[src/csth_defs.svh]
`ifndef CSTH_DEFS_SVH
`define CSTH_DEFS_SVH

// synchroniser bit positions
`define CSTH_SY_PARK  0
`define CSTH_SY_SMI   1
`define CSTH_SY_TRIP  2
`define CSTH_SY_TCK   3
`define CSTH_SY_TDI   4
`define CSTH_SY_W     5

// idle pin levels: park and smi high (inactive), others low
`define CSTH_SY_RST   5'h03

// edges after reset release before the smi strap is sampled
`define CSTH_STRAP_WAIT 2'h2
`define CSTH_CNT_RST    2'h0
`define CSTH_CNT_ONE    2'h1

`endif

[src/csth_pkg.sv]
package csth_pkg;

  typedef enum logic [4:0] {
    CSTH_RUN      = 5'h01,
    CSTH_PARK_ACK = 5'h02,
    CSTH_PARKED   = 5'h04,
    CSTH_RESUME   = 5'h08,
    CSTH_THERM    = 5'h10
  } csth_state_e;

  typedef logic [1:0] csth_cnt_t;

endpackage

[src/csth_clock_halt.sv]
// Overview of operation
// - park request asserted enters clock-parked state
// - entering park issues bus acknowledge transaction
// - parked gates all clocks except bus, interrupt
// - parked still snoops bus and services interrupts
// - request removed: clocks on, then execute
// - park request asynchronous, never touches bus clock
// - smi held at reset release floats outputs
// - thermal trip stops clocks and halts execution
// - thermal trip output stays latched
// - reset releases thermal latch, trips again if hot
// - test port: tck clocks, tdi in, tdo out
`timescale 1ns/1ps
`include "csth_defs.svh"

module csth_clock_halt
  import csth_pkg::*;
(
  // clock and reset
  input  wire logic clk_i,
  input  wire logic rst_n_i,
  // platform pins
  input  wire logic clock_park_request_n_i,
  input  wire logic sys_mgmt_interrupt_n_i,
  input  wire logic thermal_sense_i,
  // front side bus unit handshake
  input  wire logic park_ack_taken_i,
  output logic      park_ack_req_o,
  // clock gates and core control
  output logic      core_clk_en_o,
  output logic      fsb_clk_en_o,
  output logic      lic_clk_en_o,
  output logic      exec_en_o,
  output logic      snoop_en_o,
  output logic      irq_service_en_o,
  // thermal shutdown open-drain pin
  output logic      thermal_shutdown_n_o,
  output logic      thermal_shutdown_oe_o,
  // output float strap
  output logic      outputs_hiz_o,
  // test access port
  input  wire logic tck_i,
  input  wire logic tdi_i,
  output logic      tdo_o,
  output logic      tdo_oe_o
);

  logic [`CSTH_SY_W-1:0] sync1_reg;
  logic [`CSTH_SY_W-1:0] sync2_reg;
  logic                  park_req;
  logic                  smi_act;
  logic                  trip_s;
  logic                  tck_s;
  logic                  tdi_s;

  // every platform and test pin is foreign to clk_i; first stage feeds only the second
  always_ff @(posedge clk_i or negedge rst_n_i) begin
    if (!rst_n_i) begin
      sync1_reg <= `CSTH_SY_RST;
      sync2_reg <= `CSTH_SY_RST;
    end else begin
      sync1_reg <= {tdi_i, tck_i, thermal_sense_i,
                    sys_mgmt_interrupt_n_i, clock_park_request_n_i};
      sync2_reg <= sync1_reg;
    end
  end

  assign park_req = ~sync2_reg[`CSTH_SY_PARK];
  assign smi_act  = ~sync2_reg[`CSTH_SY_SMI];
  assign trip_s   = sync2_reg[`CSTH_SY_TRIP];
  assign tck_s    = sync2_reg[`CSTH_SY_TCK];
  assign tdi_s    = sync2_reg[`CSTH_SY_TDI];

  // reset-release strap capture
  csth_cnt_t cnt_reg;
  csth_cnt_t cnt_next;
  logic      strap_done_reg;
  logic      strap_done_next;
  logic      hiz_reg;
  logic      hiz_next;

  // smi is sampled only once it has crossed the synchroniser,
  // so the strap sees the level held across the release
  always_comb begin
    cnt_next        = cnt_reg;
    strap_done_next = strap_done_reg;
    hiz_next        = hiz_reg;
    if (!strap_done_reg) begin
      if (cnt_reg == `CSTH_STRAP_WAIT) begin
        strap_done_next = 1'b1;
        hiz_next        = smi_act;
      end else begin
        cnt_next = cnt_reg + `CSTH_CNT_ONE;
      end
    end
  end

  always_ff @(posedge clk_i or negedge rst_n_i) begin
    if (!rst_n_i) begin
      cnt_reg        <= `CSTH_CNT_RST;
      strap_done_reg <= 1'b0;
      hiz_reg        <= 1'b0;
    end else begin
      cnt_reg        <= cnt_next;
      strap_done_reg <= strap_done_next;
      hiz_reg        <= hiz_next;
    end
  end

  // park and thermal state machine
  csth_state_e state_reg;
  csth_state_e state_next;
  logic        ack_next;
  logic        core_next;
  logic        fsb_next;
  logic        lic_next;
  logic        exec_next;
  logic        snoop_next;
  logic        irq_next;
  logic        trip_next;
  logic        ack_reg;
  logic        core_reg;
  logic        fsb_reg;
  logic        lic_reg;
  logic        exec_reg;
  logic        snoop_reg;
  logic        irq_reg;
  logic        trip_reg;

  always_comb begin
    state_next = state_reg;
    trip_next  = trip_reg;
    if (trip_s) begin
      trip_next = 1'b1;
    end
    // thermal wins over everything and only reset leaves it
    if (trip_s || trip_reg) begin
      state_next = CSTH_THERM;
    end else begin
      unique case (state_reg)
        CSTH_RUN: begin
          if (park_req) begin
            state_next = CSTH_PARK_ACK;
          end
        end
        CSTH_PARK_ACK: begin
          // the grant is finished even if the request drops meanwhile
          if (park_ack_taken_i) begin
            state_next = CSTH_PARKED;
          end
        end
        CSTH_PARKED: begin
          if (!park_req) begin
            state_next = CSTH_RESUME;
          end
        end
        CSTH_RESUME: begin
          state_next = CSTH_RUN;
        end
        CSTH_THERM: begin
          state_next = CSTH_THERM;
        end
      endcase
    end
    // outputs follow the next state so they line up with state_reg
    ack_next   = (state_next == CSTH_PARK_ACK);
    core_next  = (state_next == CSTH_RUN) ||
                 (state_next == CSTH_PARK_ACK) ||
                 (state_next == CSTH_RESUME);
    // bus and interrupt units lose their clock only on thermal trip
    fsb_next   = (state_next != CSTH_THERM);
    lic_next   = (state_next != CSTH_THERM);
    exec_next  = (state_next == CSTH_RUN);
    snoop_next = (state_next != CSTH_THERM);
    irq_next   = (state_next != CSTH_THERM);
  end

  // asynchronous reset clears the thermal latch even while hot
  always_ff @(posedge clk_i or negedge rst_n_i) begin
    if (!rst_n_i) begin
      state_reg <= CSTH_RUN;
      trip_reg  <= 1'b0;
      ack_reg   <= 1'b0;
      core_reg  <= 1'b1;
      fsb_reg   <= 1'b1;
      lic_reg   <= 1'b1;
      exec_reg  <= 1'b1;
      snoop_reg <= 1'b1;
      irq_reg   <= 1'b1;
    end else begin
      state_reg <= state_next;
      trip_reg  <= trip_next;
      ack_reg   <= ack_next;
      core_reg  <= core_next;
      fsb_reg   <= fsb_next;
      lic_reg   <= lic_next;
      exec_reg  <= exec_next;
      snoop_reg <= snoop_next;
      irq_reg   <= irq_next;
    end
  end

  // test access port, bypass path sampled on clk_i
  logic tck_prev_reg;
  logic tck_prev_next;
  logic byp_reg;
  logic byp_next;
  logic tdo_reg;
  logic tdo_next;
  logic tdo_oe_reg;
  logic tdo_oe_next;

  // tck is oversampled, so it must run well below clk_i
  always_comb begin
    tck_prev_next = tck_s;
    byp_next      = byp_reg;
    tdo_next      = tdo_reg;
    if (tck_s && !tck_prev_reg) begin
      byp_next = tdi_s;
    end
    if (!tck_s && tck_prev_reg) begin
      tdo_next = byp_reg;
    end
    tdo_oe_next = strap_done_next && !hiz_next;
  end

  always_ff @(posedge clk_i or negedge rst_n_i) begin
    if (!rst_n_i) begin
      tck_prev_reg <= 1'b0;
      byp_reg      <= 1'b0;
      tdo_reg      <= 1'b0;
      tdo_oe_reg   <= 1'b0;
    end else begin
      tck_prev_reg <= tck_prev_next;
      byp_reg      <= byp_next;
      tdo_reg      <= tdo_next;
      tdo_oe_reg   <= tdo_oe_next;
    end
  end

  // thermal pin drives low only when latched and not floated
  logic tpin_oe_reg;

  always_ff @(posedge clk_i or negedge rst_n_i) begin
    if (!rst_n_i) begin
      tpin_oe_reg <= 1'b0;
    end else begin
      tpin_oe_reg <= trip_next && !hiz_next;
    end
  end

  assign park_ack_req_o        = ack_reg;
  assign core_clk_en_o         = core_reg;
  assign fsb_clk_en_o          = fsb_reg;
  assign lic_clk_en_o          = lic_reg;
  assign exec_en_o             = exec_reg;
  assign snoop_en_o            = snoop_reg;
  assign irq_service_en_o      = irq_reg;
  assign thermal_shutdown_n_o  = 1'b0;
  assign thermal_shutdown_oe_o = tpin_oe_reg;
  assign outputs_hiz_o         = hiz_reg;
  assign tdo_o                 = tdo_reg;
  assign tdo_oe_o              = tdo_oe_reg;
endmodule

[config.mk]
export PLATFORM = sky130hd
export DESIGN_NAME = csth_clock_halt
export DESIGN_NICKNAME = d
export VERILOG_FILES = /design/src/csth_pkg.sv /design/src/csth_clock_halt.sv
export VERILOG_INCLUDE_DIRS = /design/src
export SDC_FILE = /design/constraint.sdc
export NUM_CORES = 1
export LEC_CHECK = 0
export ABC_AREA = 0
export BUFFER_PORTS_ARGS = -buffer_cell sky130_fd_sc_hd__buf_2
export CAP_MARGIN = 20
export CORE_MARGIN = 2
export CORE_UTILIZATION = 40
export CTS_CLUSTER_DIAMETER = 50
export DETAILED_ROUTE_END_ITERATION = 8
export PLACE_DENSITY = 0.68
export SETUP_SLACK_MARGIN = 0.05
export SYNTH_ARGS = -nofsm -noshare
export SYNTH_HDL_FRONTEND = slang
export SYNTH_SLANG_ARGS = --single-unit
[constraint.sdc]
create_clock -name clk_i -period 1.59 [get_ports clk_i]
set_input_delay 0.0795 -clock clk_i [delete_from_list [all_inputs] [get_ports clk_i]]
set_output_delay 0.0795 -clock clk_i [all_outputs]
set_load 0.02 [all_outputs]
# Word level (Yosys, flattened, before mapping)
# Index checks and enable logic that the tools add are counted.
dict set report classes {
  n_addsub 1
  n_mul 0
  n_div 0
  order_cmp 0
  eq_ne 10
  shift 0
  muxes 10
  bitwise_logic 3
  n_reduce_logical 11
}
# operator count
set op_table {}
lappend op_table {{5-bit case mux with 5 select lines} 1}
lappend op_table {{5-bit two-way mux} 4}
lappend op_table {{5-bit by 1-bit equality test with 1-bit output, second input constant} 2}
lappend op_table {{5-bit by 2-bit equality test with 1-bit output, second input constant} 2}
lappend op_table {{5-bit by 4-bit equality test with 1-bit output, second input constant} 2}
lappend op_table {{5-bit by 3-bit equality test with 1-bit output, second input constant} 1}
lappend op_table {{5-bit equality test, second input constant} 1}
lappend op_table {{1-bit two-way mux} 5}
lappend op_table {{5-bit != test, second input constant} 1}
lappend op_table {{1-bit logical AND} 4}
lappend op_table {{1-bit zero test} 3}
lappend op_table {{1-bit logical OR} 3}
lappend op_table {{1-bit NOT} 3}
lappend op_table {{2-bit by 1-bit adder with 2-bit output, second input constant} 1}
lappend op_table {{2-bit equality test, second input constant} 1}
lappend op_table {{2-bit AND reduction} 1}
dict set report totals {
  register_bits 29
  latch_bits 0
  ramBits 0
  mem_bits_ro 0
  output_inout_bits 12
  memories 0
}

# Longest topological paths before layout
# Gate-level depths: netlist of run 1.
dict set report depth {
  ltp_word 6
  ltp_mapped 6
  depth_no_buf 6
}

# Worst setup path after synthesis of run 1
# Ideal clock, no wire load.
dict set report synth_timing {
  path_type {reg-to-reg}
  startpoint {reg sync2_reg[0]}
  endpoint {reg core_reg, in the netlist core_clk_en_o}
  setup_time_ps 73
  arrival_time_ps 1337
  setup_slack_ps 180
  stages_incl_launch_ff 7
  n_path_buf 1
  synth_period_minus_slack_ps 1410
  path_cell_list {dfstp_2 -> buf_6 -> or3_4 -> o22ai_2 -> nand4_2 -> a31oi_1 -> o2bb2ai_1}
}
dict set report synth_between {
  elab_chain_cells 6
  elab_cells_between_ends 9
  classes_between {eq/ne: 3; mux: 4; reduce/logical: 2}
}
# element line_no
set synth_lines {}
lappend synth_lines {{start, declared} csth_clock_halt.sv:49} ;# logic [`CSTH_SY_W-1:0] sync2_reg;
lappend synth_lines {{start signal, assigned} csth_clock_halt.sv:60} ;# sync2_reg <= `CSTH_SY_RST;
lappend synth_lines {{start signal, assigned} csth_clock_halt.sv:64} ;# sync2_reg <= sync1_reg;
lappend synth_lines {{5-bit two-way mux (on tied branches)} {csth_clock_halt.sv:153, csth_clock_halt.sv:142}}
lappend synth_lines {{5-bit case mux with 5 select lines (*)} csth_clock_halt.sv:140} ;# unique case (state_reg)
lappend synth_lines {{5-bit two-way mux (*)} csth_clock_halt.sv:137} ;# if (trip_s || trip_reg) begin
lappend synth_lines {{5-bit by 1-bit equality test with 1-bit output / 5-bit by 2-bit equality test with 1-bit output (equally long branches)} {csth_clock_halt.sv:167, csth_clock_halt.sv:168}}
lappend synth_lines {{1-bit logical OR} csth_clock_halt.sv:167} ;# core_next = (state_next == CSTH_RUN) ||
lappend synth_lines {{1-bit logical OR (*)} csth_clock_halt.sv:168} ;# (state_next == CSTH_PARK_ACK) ||
lappend synth_lines {{via core_next} csth_clock_halt.sv:114} ;# logic core_next;
lappend synth_lines {{end signal, assigned} csth_clock_halt.sv:194} ;# core_reg <= core_next;
lappend synth_lines {{end, declared} csth_clock_halt.sv:122} ;# logic core_reg;
# Mark *: on every way through the listed nets, which the timed path passes. The rest lies on a longest branch.
# A chain may end at the register's enable or synchronous reset.

# Final worst setup path of run 1
dict set report layout_timing {
  startpoint {reg state_reg[1]}
  endpoint {reg core_reg, in the netlist core_clk_en_o}
}
dict set report layout_between {
  elab_chain_cells 6
  elab_cells_between_ends 15
  classes_between {eq/ne: 8; mux: 5; reduce/logical: 2}
}
# element line_no
set layout_lines {}
lappend layout_lines {{start, declared} csth_clock_halt.sv:111} ;# csth_state_e state_reg;
lappend layout_lines {{start signal, assigned} csth_clock_halt.sv:191} ;# state_reg <= state_next;
lappend layout_lines {{5-bit equality test, or another cell as far along} csth_clock_halt.sv:140}
lappend layout_lines {{5-bit case mux with 5 select lines (*)} csth_clock_halt.sv:140}
lappend layout_lines {{5-bit two-way mux (*)} csth_clock_halt.sv:137}
lappend layout_lines {{5-bit by 1-bit equality test with 1-bit output / 5-bit by 2-bit equality test with 1-bit output (equally long branches)} {csth_clock_halt.sv:167, csth_clock_halt.sv:168}}
lappend layout_lines {{1-bit logical OR} csth_clock_halt.sv:167}
lappend layout_lines {{1-bit logical OR (*)} csth_clock_halt.sv:168}
lappend layout_lines {{via core_next} csth_clock_halt.sv:114}
# Marked as above.

==> results of run 1 <==
==> metrics by stage <==
step | hold WS [ns] | cells
after global routing | 0.119 | 152
after CTS | 0.105 | 150
after global placement | 0.113 | 136
after detailed placement | 0.122 | 136
final | 0.127 | 152
after floorplan | -0.216 | 97
==> cells by family after synthesis <==
group / count (synthesis)
DFF: 29
and+or+nand+nor: 25
buffers and inverters: 19
AOI/OAI and AO/OA: 17
xor gates and xnor gates: 3
muxes: 2
adders and majority gates: 1
other: 1
==> worst paths after layout <==
kind	startpoint	endpoint	depth (start not counted)
max	state_reg[1]$_DFF_PN0_	core_clk_en_o$_DFF_PN1_	5
min reg2reg	sync1_reg[0]$_DFF_PN1_	sync2_reg[0]$_DFF_PN1_	0
max in group asynchronous	rst_n_i	state_reg[4]$_DFF_PN0_	2
min in group asynchronous	rst_n_i	outputs_hiz_o$_DFF_PN0_	2
min	park_ack_taken_i	state_reg[2]$_DFF_PN0_	3
max reg2reg	state_reg[1]$_DFF_PN0_	core_clk_en_o$_DFF_PN1_	5
==> Yosys cell counts (2+ instances only) <==
master	n
nor2_1	9
o21ai_1	4
nor3b_1	2
a21oi_1	3
buf_4	5
dfrtp_1	21
xor2_1	2
a31oi_1	2
buf_6	4
inv_1	7
mux2_1	2
dfstp_2	8
nand2_1	4
==> final cells by class <==
| type | count | area (um^2) | share of cell area (%) |
|---|---|---|---|
| clock buffer | 7 | 65.1 | 4.66 |
| inverter | 9 | 36.3 | 2.60 |
| clock inverter | 1 | 5.00 | 0.358 |
| sequential | 29 | 738 | 52.8 |
| tap | 31 | 38.8 | 2.78 |
| multi-input combinational | 49 | 344 | 24.6 |
| timing repair buffer | 26 | 170 | 12.2 |
==> worst register-to-register path: cells and delay by family, from the launching register on <==
| kind | cells | cell delay (ns) |
|---|---|---|
| AOI/OAI and AO/OA | 4 | 0.83 |
| DFF | 1 | 0.46 |
| and+or+nand+nor | 1 | 0.15 |
==> report_power, final <==
part | internal [uW] | switching, uW | leakage, uW | total, uW
Combinational | 31.0 | 40.1 | 0.000262 | 71.2
Sequential | 770 | 13.6 | 0.000326 | 783
Clock | 256 | 235 | 0.0000413 | 491
Total | 1060 | 289 | 0.000630 | 1350
==> layer usage <==
| layer | up-vias | share of wire [%] |
|---|---|---|
| met2 | 28 | 51 |
| met3 | 6 | 6.2 |
| met1 | 358 | 41 |
| met4 | 0 | 1.7 |
| li1 | 364 | - |
| met5 | - | 0 |
==> timing repair <==
| item | 4_1_cts | 5_1_grt |
|---|---|---|
| endpoints found under the setup margin | 0 | 3 |
| endpoints found under the hold margin | 26 | 0 |
| gates resized for setup | 0 | 6 |
| hold buffers | 6 | 0 |
| setup buffers | 0 | 2 |
==> results.json, run 1 <==
{
  "worstMarginPinSlew_ns": 0.601,
  "synth_cell_types": 37,
  "grt_max_degree": 30,
  "synth.area.mux_share_pct": 1.88,
  "start_util_pct": 42.8,
  "rows": 19,
  "cts_inserted_buffers": 5,
  "min_path_type": "input port to register",
  "fill_cells": 258,
  "path_clk_slew_ns": 0.09,
  "fin_skew_ns": 0.00954,
  "synth_compound_area_share_pct": 9.48,
  "synth_warnings": 0,
  "synth_area_leaders": "dfrtp_1 44%, dfstp_2 18%, buf_6 3.8%, buf_4 3.1%, nor2_1 2.8%",
  "gp_congestion": 0.758,
  "arrival_ns": 1.77,
  "cp.required_ns": 1.84,
  "p_leak_uw": 0.000630,
  "use_met2_pct": 18.7,
  "drtPass1Iterations": 6,
  "finalPower_uw": 1350,
  "nNetsFinal": 129,
  "htree_levels": 2,
  "first_iter_violations": 24,
  "grt_pass1_wl_mm": 2.95,
  "yosys.area_share.xor_xnor_pct": 2.19,
  "syn-cell-area_mm2": 0.00120,
  "diodes": 0,
  "violations": "design-rule violations",
  "placed_area_mm2": 0.00123,
  "crit_slowest_cell": "dfrtp_2",
  "async_flop_share_pct": 100,
  "syn_inst": 97,
  "critPathBufInv": 0,
  "dieArea_mm2": 0.00346,
  "cts_sinks": 29,
  "die_x_um": 58.8,
  "wl_per_cell_um": 12.1,
  "syn_to_final_growth_pct": 16.4,
  "worst-path-max-fanout": 6,
  "synth_seq_cells": 29,
  "hold_violations": 0,
  "rsz0062_at_grt": "yes",
  "final_cell_mix": "19 x dfrtp_1, 18 x buf_2, 8 x dfstp_2",
  "cts_tree": "built",
  "yosysTopAreaCell": "dfrtp_1",
  "period_share_pct": 95.6,
  "grt_util_met1_pct": 13.1,
  "viasPerCell": 4.97,
  "num_vias": 756,
  "synth_top_area_share_pct": 43.8,
  "fin_ws_ns": 0.0697,
  "synth_fp_nets": 106,
  "r2r_setup_slack_ns": 0.07,
  "startpoint_type": "register",
  "ant_nets": 0,
  "cpLargestDelayFamily": "compound AO/OA/AOI/OAI gates",
  "place_ws_ns": 0.0871,
  "routed_wl_mm": 1.84,
  "grt_pass1_vias": 711,
  "layout-drive-gt1-share_pct": 38.8,
  "core_area_mm2": 0.00281,
  "slew_viol_final": 0,
  "max_freq_mhz": 658,
  "clkLatencyLatePin_ns": 0.31,
  "max-cap-violations": 0,
  "final_common_cell": "dfrtp_1",
  "cp_cell_sequence": "o31a_1 -> o21ai_1 -> nand4_2 -> a31oi_1 -> o2bb2ai_1",
  "avgSynthCellArea_um2": 12.4,
  "cts-root-buf": "clkbuf_4",
  "io_buffers": 18,
  "finalCriticalPeriod_ns": 1.52,
  "grt-ovfl-total": 0,
  "gr-usage-met3_pct": 4.40,
  "synth_edf_count": 0,
  "end_kind": "register",
  "ys.flop_type": "dfrtp_1",
  "clockBufferDepth": 2,
  "cpPeakStageDelay_ns": 0.46,
  "fin_area_mm2": 0.00140,
  "io-pin-count": 20,
  "fin_tns_setup_ns": 0,
  "seq_area_frac_synth_pct": 61.2,
  "grt-busiest-layer": "met2",
  "drc": 3,
  "grtUsageTotal_pct": 11.7,
  "antenna_found_initial": 0,
  "yosys.area_share.adder_pct": 1.04,
  "final_util_pct": 49.8,
  "synth_top_family_by_area": "simple AND/OR/NAND/NOR gates",
  "die_h_um": 58.8,
  "hpwl_mm": 1.24,
  "setup_violations": 0,
  "outcome": "complete, but fails checks",
  "ir_drop_mv": 0.726,
  "crit_type": "register to register",
  "synth-simple-area-share_pct": 12.3,
  "max_slew_margin_pct": 60.0,
  "power_density_mw_per_mm2": 963
}
(Power assumes the default switching activity.)
==> inputs of run 2 (changes only) <==
Settings changed: CORE_UTILIZATION 40 to 30, GPL_ROUTABILITY_DRIVEN from default to 0, PLACE_DENSITY 0.68 to 0.56.
==> results.json, run 2 (same netlist as run 1, synthesis figures left out) <==
{
  "outcome": "finished, final reports clean",
  "fin_ws_ns": 0.132,
  "drtPass1Iterations": 4,
  "start_util_pct": 32.1,
  "fin_skew_ns": 0.00530,
  "grt_max_degree": 30,
  "wl_per_cell_um": 11.1,
  "holdWs_ns": 0.143,
  "io-pin-count": 20,
  "startpoint_type": "register",
  "max-cap-violations": 0,
  "finalCriticalPeriod_ns": 1.46,
  "worstHoldEndpoint": "state_reg[2]$_DFF_PN0_",
  "die_x_um": 67.3,
  "hold_violations": 0,
  "nNetsFinal": 130,
  "syn_to_final_growth_pct": 22.6,
  "grt_util_met1_pct": 11.4,
  "num_vias": 769,
  "grt-busiest-layer": "met2",
  "worstHoldPathCells": 3,
  "cts_inserted_buffers": 5,
  "p_leak_uw": 0.000644,
  "place_ws_ns": 0.0760,
  "arrival_ns": 1.66,
  "max_freq_mhz": 686,
  "layout-drive-gt1-share_pct": 39.3,
  "cp.required_ns": 1.79,
  "end_kind": "register",
  "r2r-end": "core_clk_en_o$_DFF_PN1_",
  "setup_violations": 0,
  "die_h_um": 67.3,
  "hpwl_mm": 1.21,
  "htree_levels": 2,
  "r2r_start": "state_reg[1]$_DFF_PN0_",
  "diodes": 0,
  "clkLatencyLatePin_ns": 0.27,
  "routed_wl_mm": 1.89,
  "final_common_cell": "dfrtp_1",
  "rows": 22,
  "placed_area_mm2": 0.00125,
  "rsz0062_at_grt": "no",
  "min_path_type": "input port to register",
  "first_iter_violations": 13,
  "grt_pass1_wl_mm": 3.30,
  "cts_tree": "built",
  "cts_sinks": 29,
  "worstMarginPinSlew_ns": 0.602,
  "grt_pass1_vias": 778,
  "antenna_found_initial": 0,
  "grtUsageTotal_pct": 10.0,
  "max_slew_margin_pct": 59.9,
  "fin_area_mm2": 0.00147,
  "fin_tns_setup_ns": 0,
  "hp-start": "park_ack_taken_i",
  "ir_drop_mv": 0.656,
  "reg2reg_depth": 5,
  "use_met2_pct": 15.7,
  "path_clk_slew_ns": 0.06,
  "core_area_mm2": 0.00374,
  "r2r_setup_slack_ns": 0.13,
  "fill_cells": 384,
  "final_util_pct": 39.3,
  "dieArea_mm2": 0.00453,
  "period_share_pct": 91.7,
  "grt-ovfl-total": 0,
  "drc": 0,
  "io_buffers": 18,
  "viasPerCell": 4.52,
  "power_density_mw_per_mm2": 1190,
  "gr-usage-met3_pct": 4.50,
  "final_cell_mix": "19 x dfrtp_1, 18 x buf_2, 8 x nor2_1, 8 x dfstp_2, 7 x inv_1",
  "crit_type": "register to register",
  "worst-path-max-fanout": 6,
  "slew_viol_final": 0,
  "clockBufferDepth": 2,
  "cts-root-buf": "clkbuf_8",
  "ant_nets": 0
}
[run 2: per-layer routing]
layer	wire length, um	vias up	part of all wire (%)
met5	0	-	0
met4	31	0	1.6
met3	106	5	5.6
met2	893	25	47
met1	860	372	45
li1	-	367	-
[run 2: worst max path at each step]
stage                     slack [ns]                   start                       to
after floorplan                 0.18  sync2_reg[0]$_DFF_PN1_  core_clk_en_o$_DFF_PN1_
after global placement          0.09  state_reg[1]$_DFF_PN0_  core_clk_en_o$_DFF_PN1_
after detailed placement        0.08  state_reg[1]$_DFF_PN0_  core_clk_en_o$_DFF_PN1_
after CTS                       0.09  state_reg[1]$_DFF_PN0_  core_clk_en_o$_DFF_PN1_
after global routing            0.05  state_reg[1]$_DFF_PN0_   state_reg[2]$_DFF_PN0_
final                           0.13  state_reg[1]$_DFF_PN0_  core_clk_en_o$_DFF_PN1_
[run 2: cell type report]
cell class              instances  area [um^2]  share of cell area (%)
flip-flops and latches         29          738                    50.1
well taps                      48         60.1                    4.08
repair buffers                 27          170                    11.6
clock inverters                 3         65.1                    4.42
multi-input cells              49          334                    22.7
inverters                       9         36.3                    2.46
clock buffers                   5         68.8                    4.67
[run 2: worst max-delay path: stages, from the launching register on]
cell and delay (ns):
dfrtp_2 0.45, o31a_1 0.33, o21ai_1 0.16, nand4_2 0.15, a31oi_1 0.16, o2bb2ai_1 0.14
[run 2: stage by stage]
step | power [uW] | std cells
2_1_floorplan | 826 | 97
4_1_cts | 1770 | 167
6_report | 1750 | 170
3_5_place_dp | 859 | 153
5_1_grt | 1820 | 170
3_3_place_gp | 856 | 153
[run 2: timing repair]
| item | in CTS | in global routing |
|---|---|---|
| hold buffers | 6 | 0 |
| setup buffers | 0 | 3 |
| endpoints found under the hold margin | 26 | 0 |
| pin swaps | 0 | 1 |
| gates resized for setup | 1 | 3 |
| endpoints found under the setup margin | 1 | 2 |
[run 2: where the power goes]
part | switching, uW | internal (uW) | leakage, uW | total (uW)
registers | 12.0 | 771 | 0.000326 | 783
clock network | 272 | 622 | 0.0000681 | 893
logic | 40.5 | 31.1 | 0.000249 | 71.6
==> inputs of run 3 (changes only) <==
Settings changed: CORE_ASPECT_RATIO from default to 0.75.
==> results.json, run 3 (same netlist as run 1, synthesis figures left out) <==
{
  "slew_viol_final": 0,
  "syn_to_final_growth_pct": 18.3,
  "fin_area_mm2": 0.00142,
  "fin_tns_setup_ns": 0,
  "grtUsageTotal_pct": 10.2,
  "clkLatencyLatePin_ns": 0.27,
  "path_clk_slew_ns": 0.05,
  "max_slew_margin_pct": 57.4,
  "cts_tree": "built",
  "p_leak_uw": 0.000610,
  "drtPass1Iterations": 4,
  "cts_sinks": 29,
  "cp.required_ns": 1.76,
  "first_iter_violations": 51,
  "arrival_ns": 1.62,
  "worst-path-max-fanout": 6,
  "grt_max_degree": 30,
  "cts_inserted_buffers": 5,
  "rows": 19,
  "crit_type": "register to register",
  "cts-root-buf": "clkbuf_8",
  "setup_violations": 0,
  "hp-start": "park_ack_taken_i",
  "max_freq_mhz": 688,
  "diodes": 0,
  "routed_wl_mm": 2.01,
  "nNetsFinal": 129,
  "start_util_pct": 32.0,
  "ant_nets": 0,
  "antenna_found_initial": 0,
  "hpwl_mm": 1.34,
  "core_area_mm2": 0.00376,
  "fill_cells": 380,
  "num_vias": 761,
  "rsz0062_at_grt": "yes",
  "end_kind": "register",
  "final_cell_mix": "19 x dfrtp_1, 18 x buf_2, 9 x nor2_1",
  "die_h_um": 58.8,
  "finalCriticalPeriod_ns": 1.45,
  "holdWs_ns": 0.170,
  "ir_drop_mv": 0.433,
  "r2r_start": "state_reg[1]$_DFF_PN0_",
  "worstMarginPinSlew_ns": 0.638,
  "startpoint": "state_reg[1]$_DFF_PN0_",
  "grt-ovfl-total": 0,
  "io-pin-count": 20,
  "die_x_um": 77.1,
  "placed_area_mm2": 0.00125,
  "grt_pass1_vias": 763,
  "layout-drive-gt1-share_pct": 35.5,
  "max-cap-violations": 0,
  "layout.cells.non_filler": 173,
  "grt_pass1_wl_mm": 3.40,
  "min_path_type": "input port to register",
  "power_density_mw_per_mm2": 992,
  "dp_cells": 157,
  "final_util_pct": 37.8,
  "startpoint_type": "register",
  "wl_per_cell_um": 11.6,
  "period_share_pct": 91.4,
  "hold_violations": 0,
  "fin_skew_ns": 0.00241,
  "final_common_cell": "dfrtp_1",
  "multi_input_area_um2": 339,
  "htree_levels": 2,
  "io_buffers": 18,
  "drc": 0,
  "outcome": "finished, final reports clean",
  "clockBufferDepth": 2,
  "dieArea_mm2": 0.00453,
  "viasPerCell": 4.40,
  "regArea_um2": 738
}
run 3: changes by cell type in the layout (fill, tap and decap cells not counted), sizes merged:
cell | before | now
bufinv | 2 | 0
clkinv | 1 | 0
buf | 20 | 19
clkbuf | 6 | 9
run 3: worst paths after layout:
kind                            slack (ns)                  endpoint  cells past startpoint
worst max register to register        0.14  park_ack_req_o$_DFF_PN0_                      5
worst min-delay path                  0.17    state_reg[2]$_DFF_PN0_                      3
worst max-delay path                  0.14  park_ack_req_o$_DFF_PN0_                      5
max in group asynchronous             0.76    state_reg[1]$_DFF_PN0_                      2
min in group asynchronous             0.37         tdo_o$_DFFE_PN0P_                      2
worst min register to register        0.35    sync2_reg[2]$_DFF_PN0_                      0
run 3: layout make-up:
type | instances | area share, %
repair buffers | 26 | 11.4
clock buffers | 8 | 5.63
multi-input cells | 49 | 23.9
inverters | 9 | 2.55
well taps | 52 | 4.58
flip-flops and latches | 29 | 51.9
run 3: critical path, cell delays in order (launching register included):
cell and delay (ns):
dfrtp_2 0.44, clkbuf_2 0.16, xor2_1 0.17, o211ai_1 0.20
a22oi_2 0.13, nor3b_1 0.26
run 3: routing by layer:
layer | part of all wire, % | vias to the layer above | track usage (%)
met1 | 44 | 366 | 12.5
met3 | 6.3 | 6 | 4.29
li1 | - | 368 | -
met2 | 47 | 21 | 14.2
met5 | 0 | - | 0
met4 | 2.6 | 0 | 8.16
run 3: where the power goes:
| group | total [uW] | internal, uW | switching (uW) |
|---|---|---|---|
| logic | 73.1 | 31.1 | 42.0 |
| registers | 785 | 771 | 13.5 |
| clock network | 552 | 310 | 243 |
run 3: timing repair:
action,CTS,global route
setup endpoints to repair,0,3
hold buffers,6,0
gates resized for setup,0,4
hold endpoints to repair,26,0
setup buffers,0,2
run 3: metrics by stage:
stage	setup slack (ns)	total power [uW]
floorplan	0.180	826
global placement	0.134	858
detailed placement	0.0866	861
finish	0.137	1410
CTS	0.0810	1450
global route	0.0402	1490
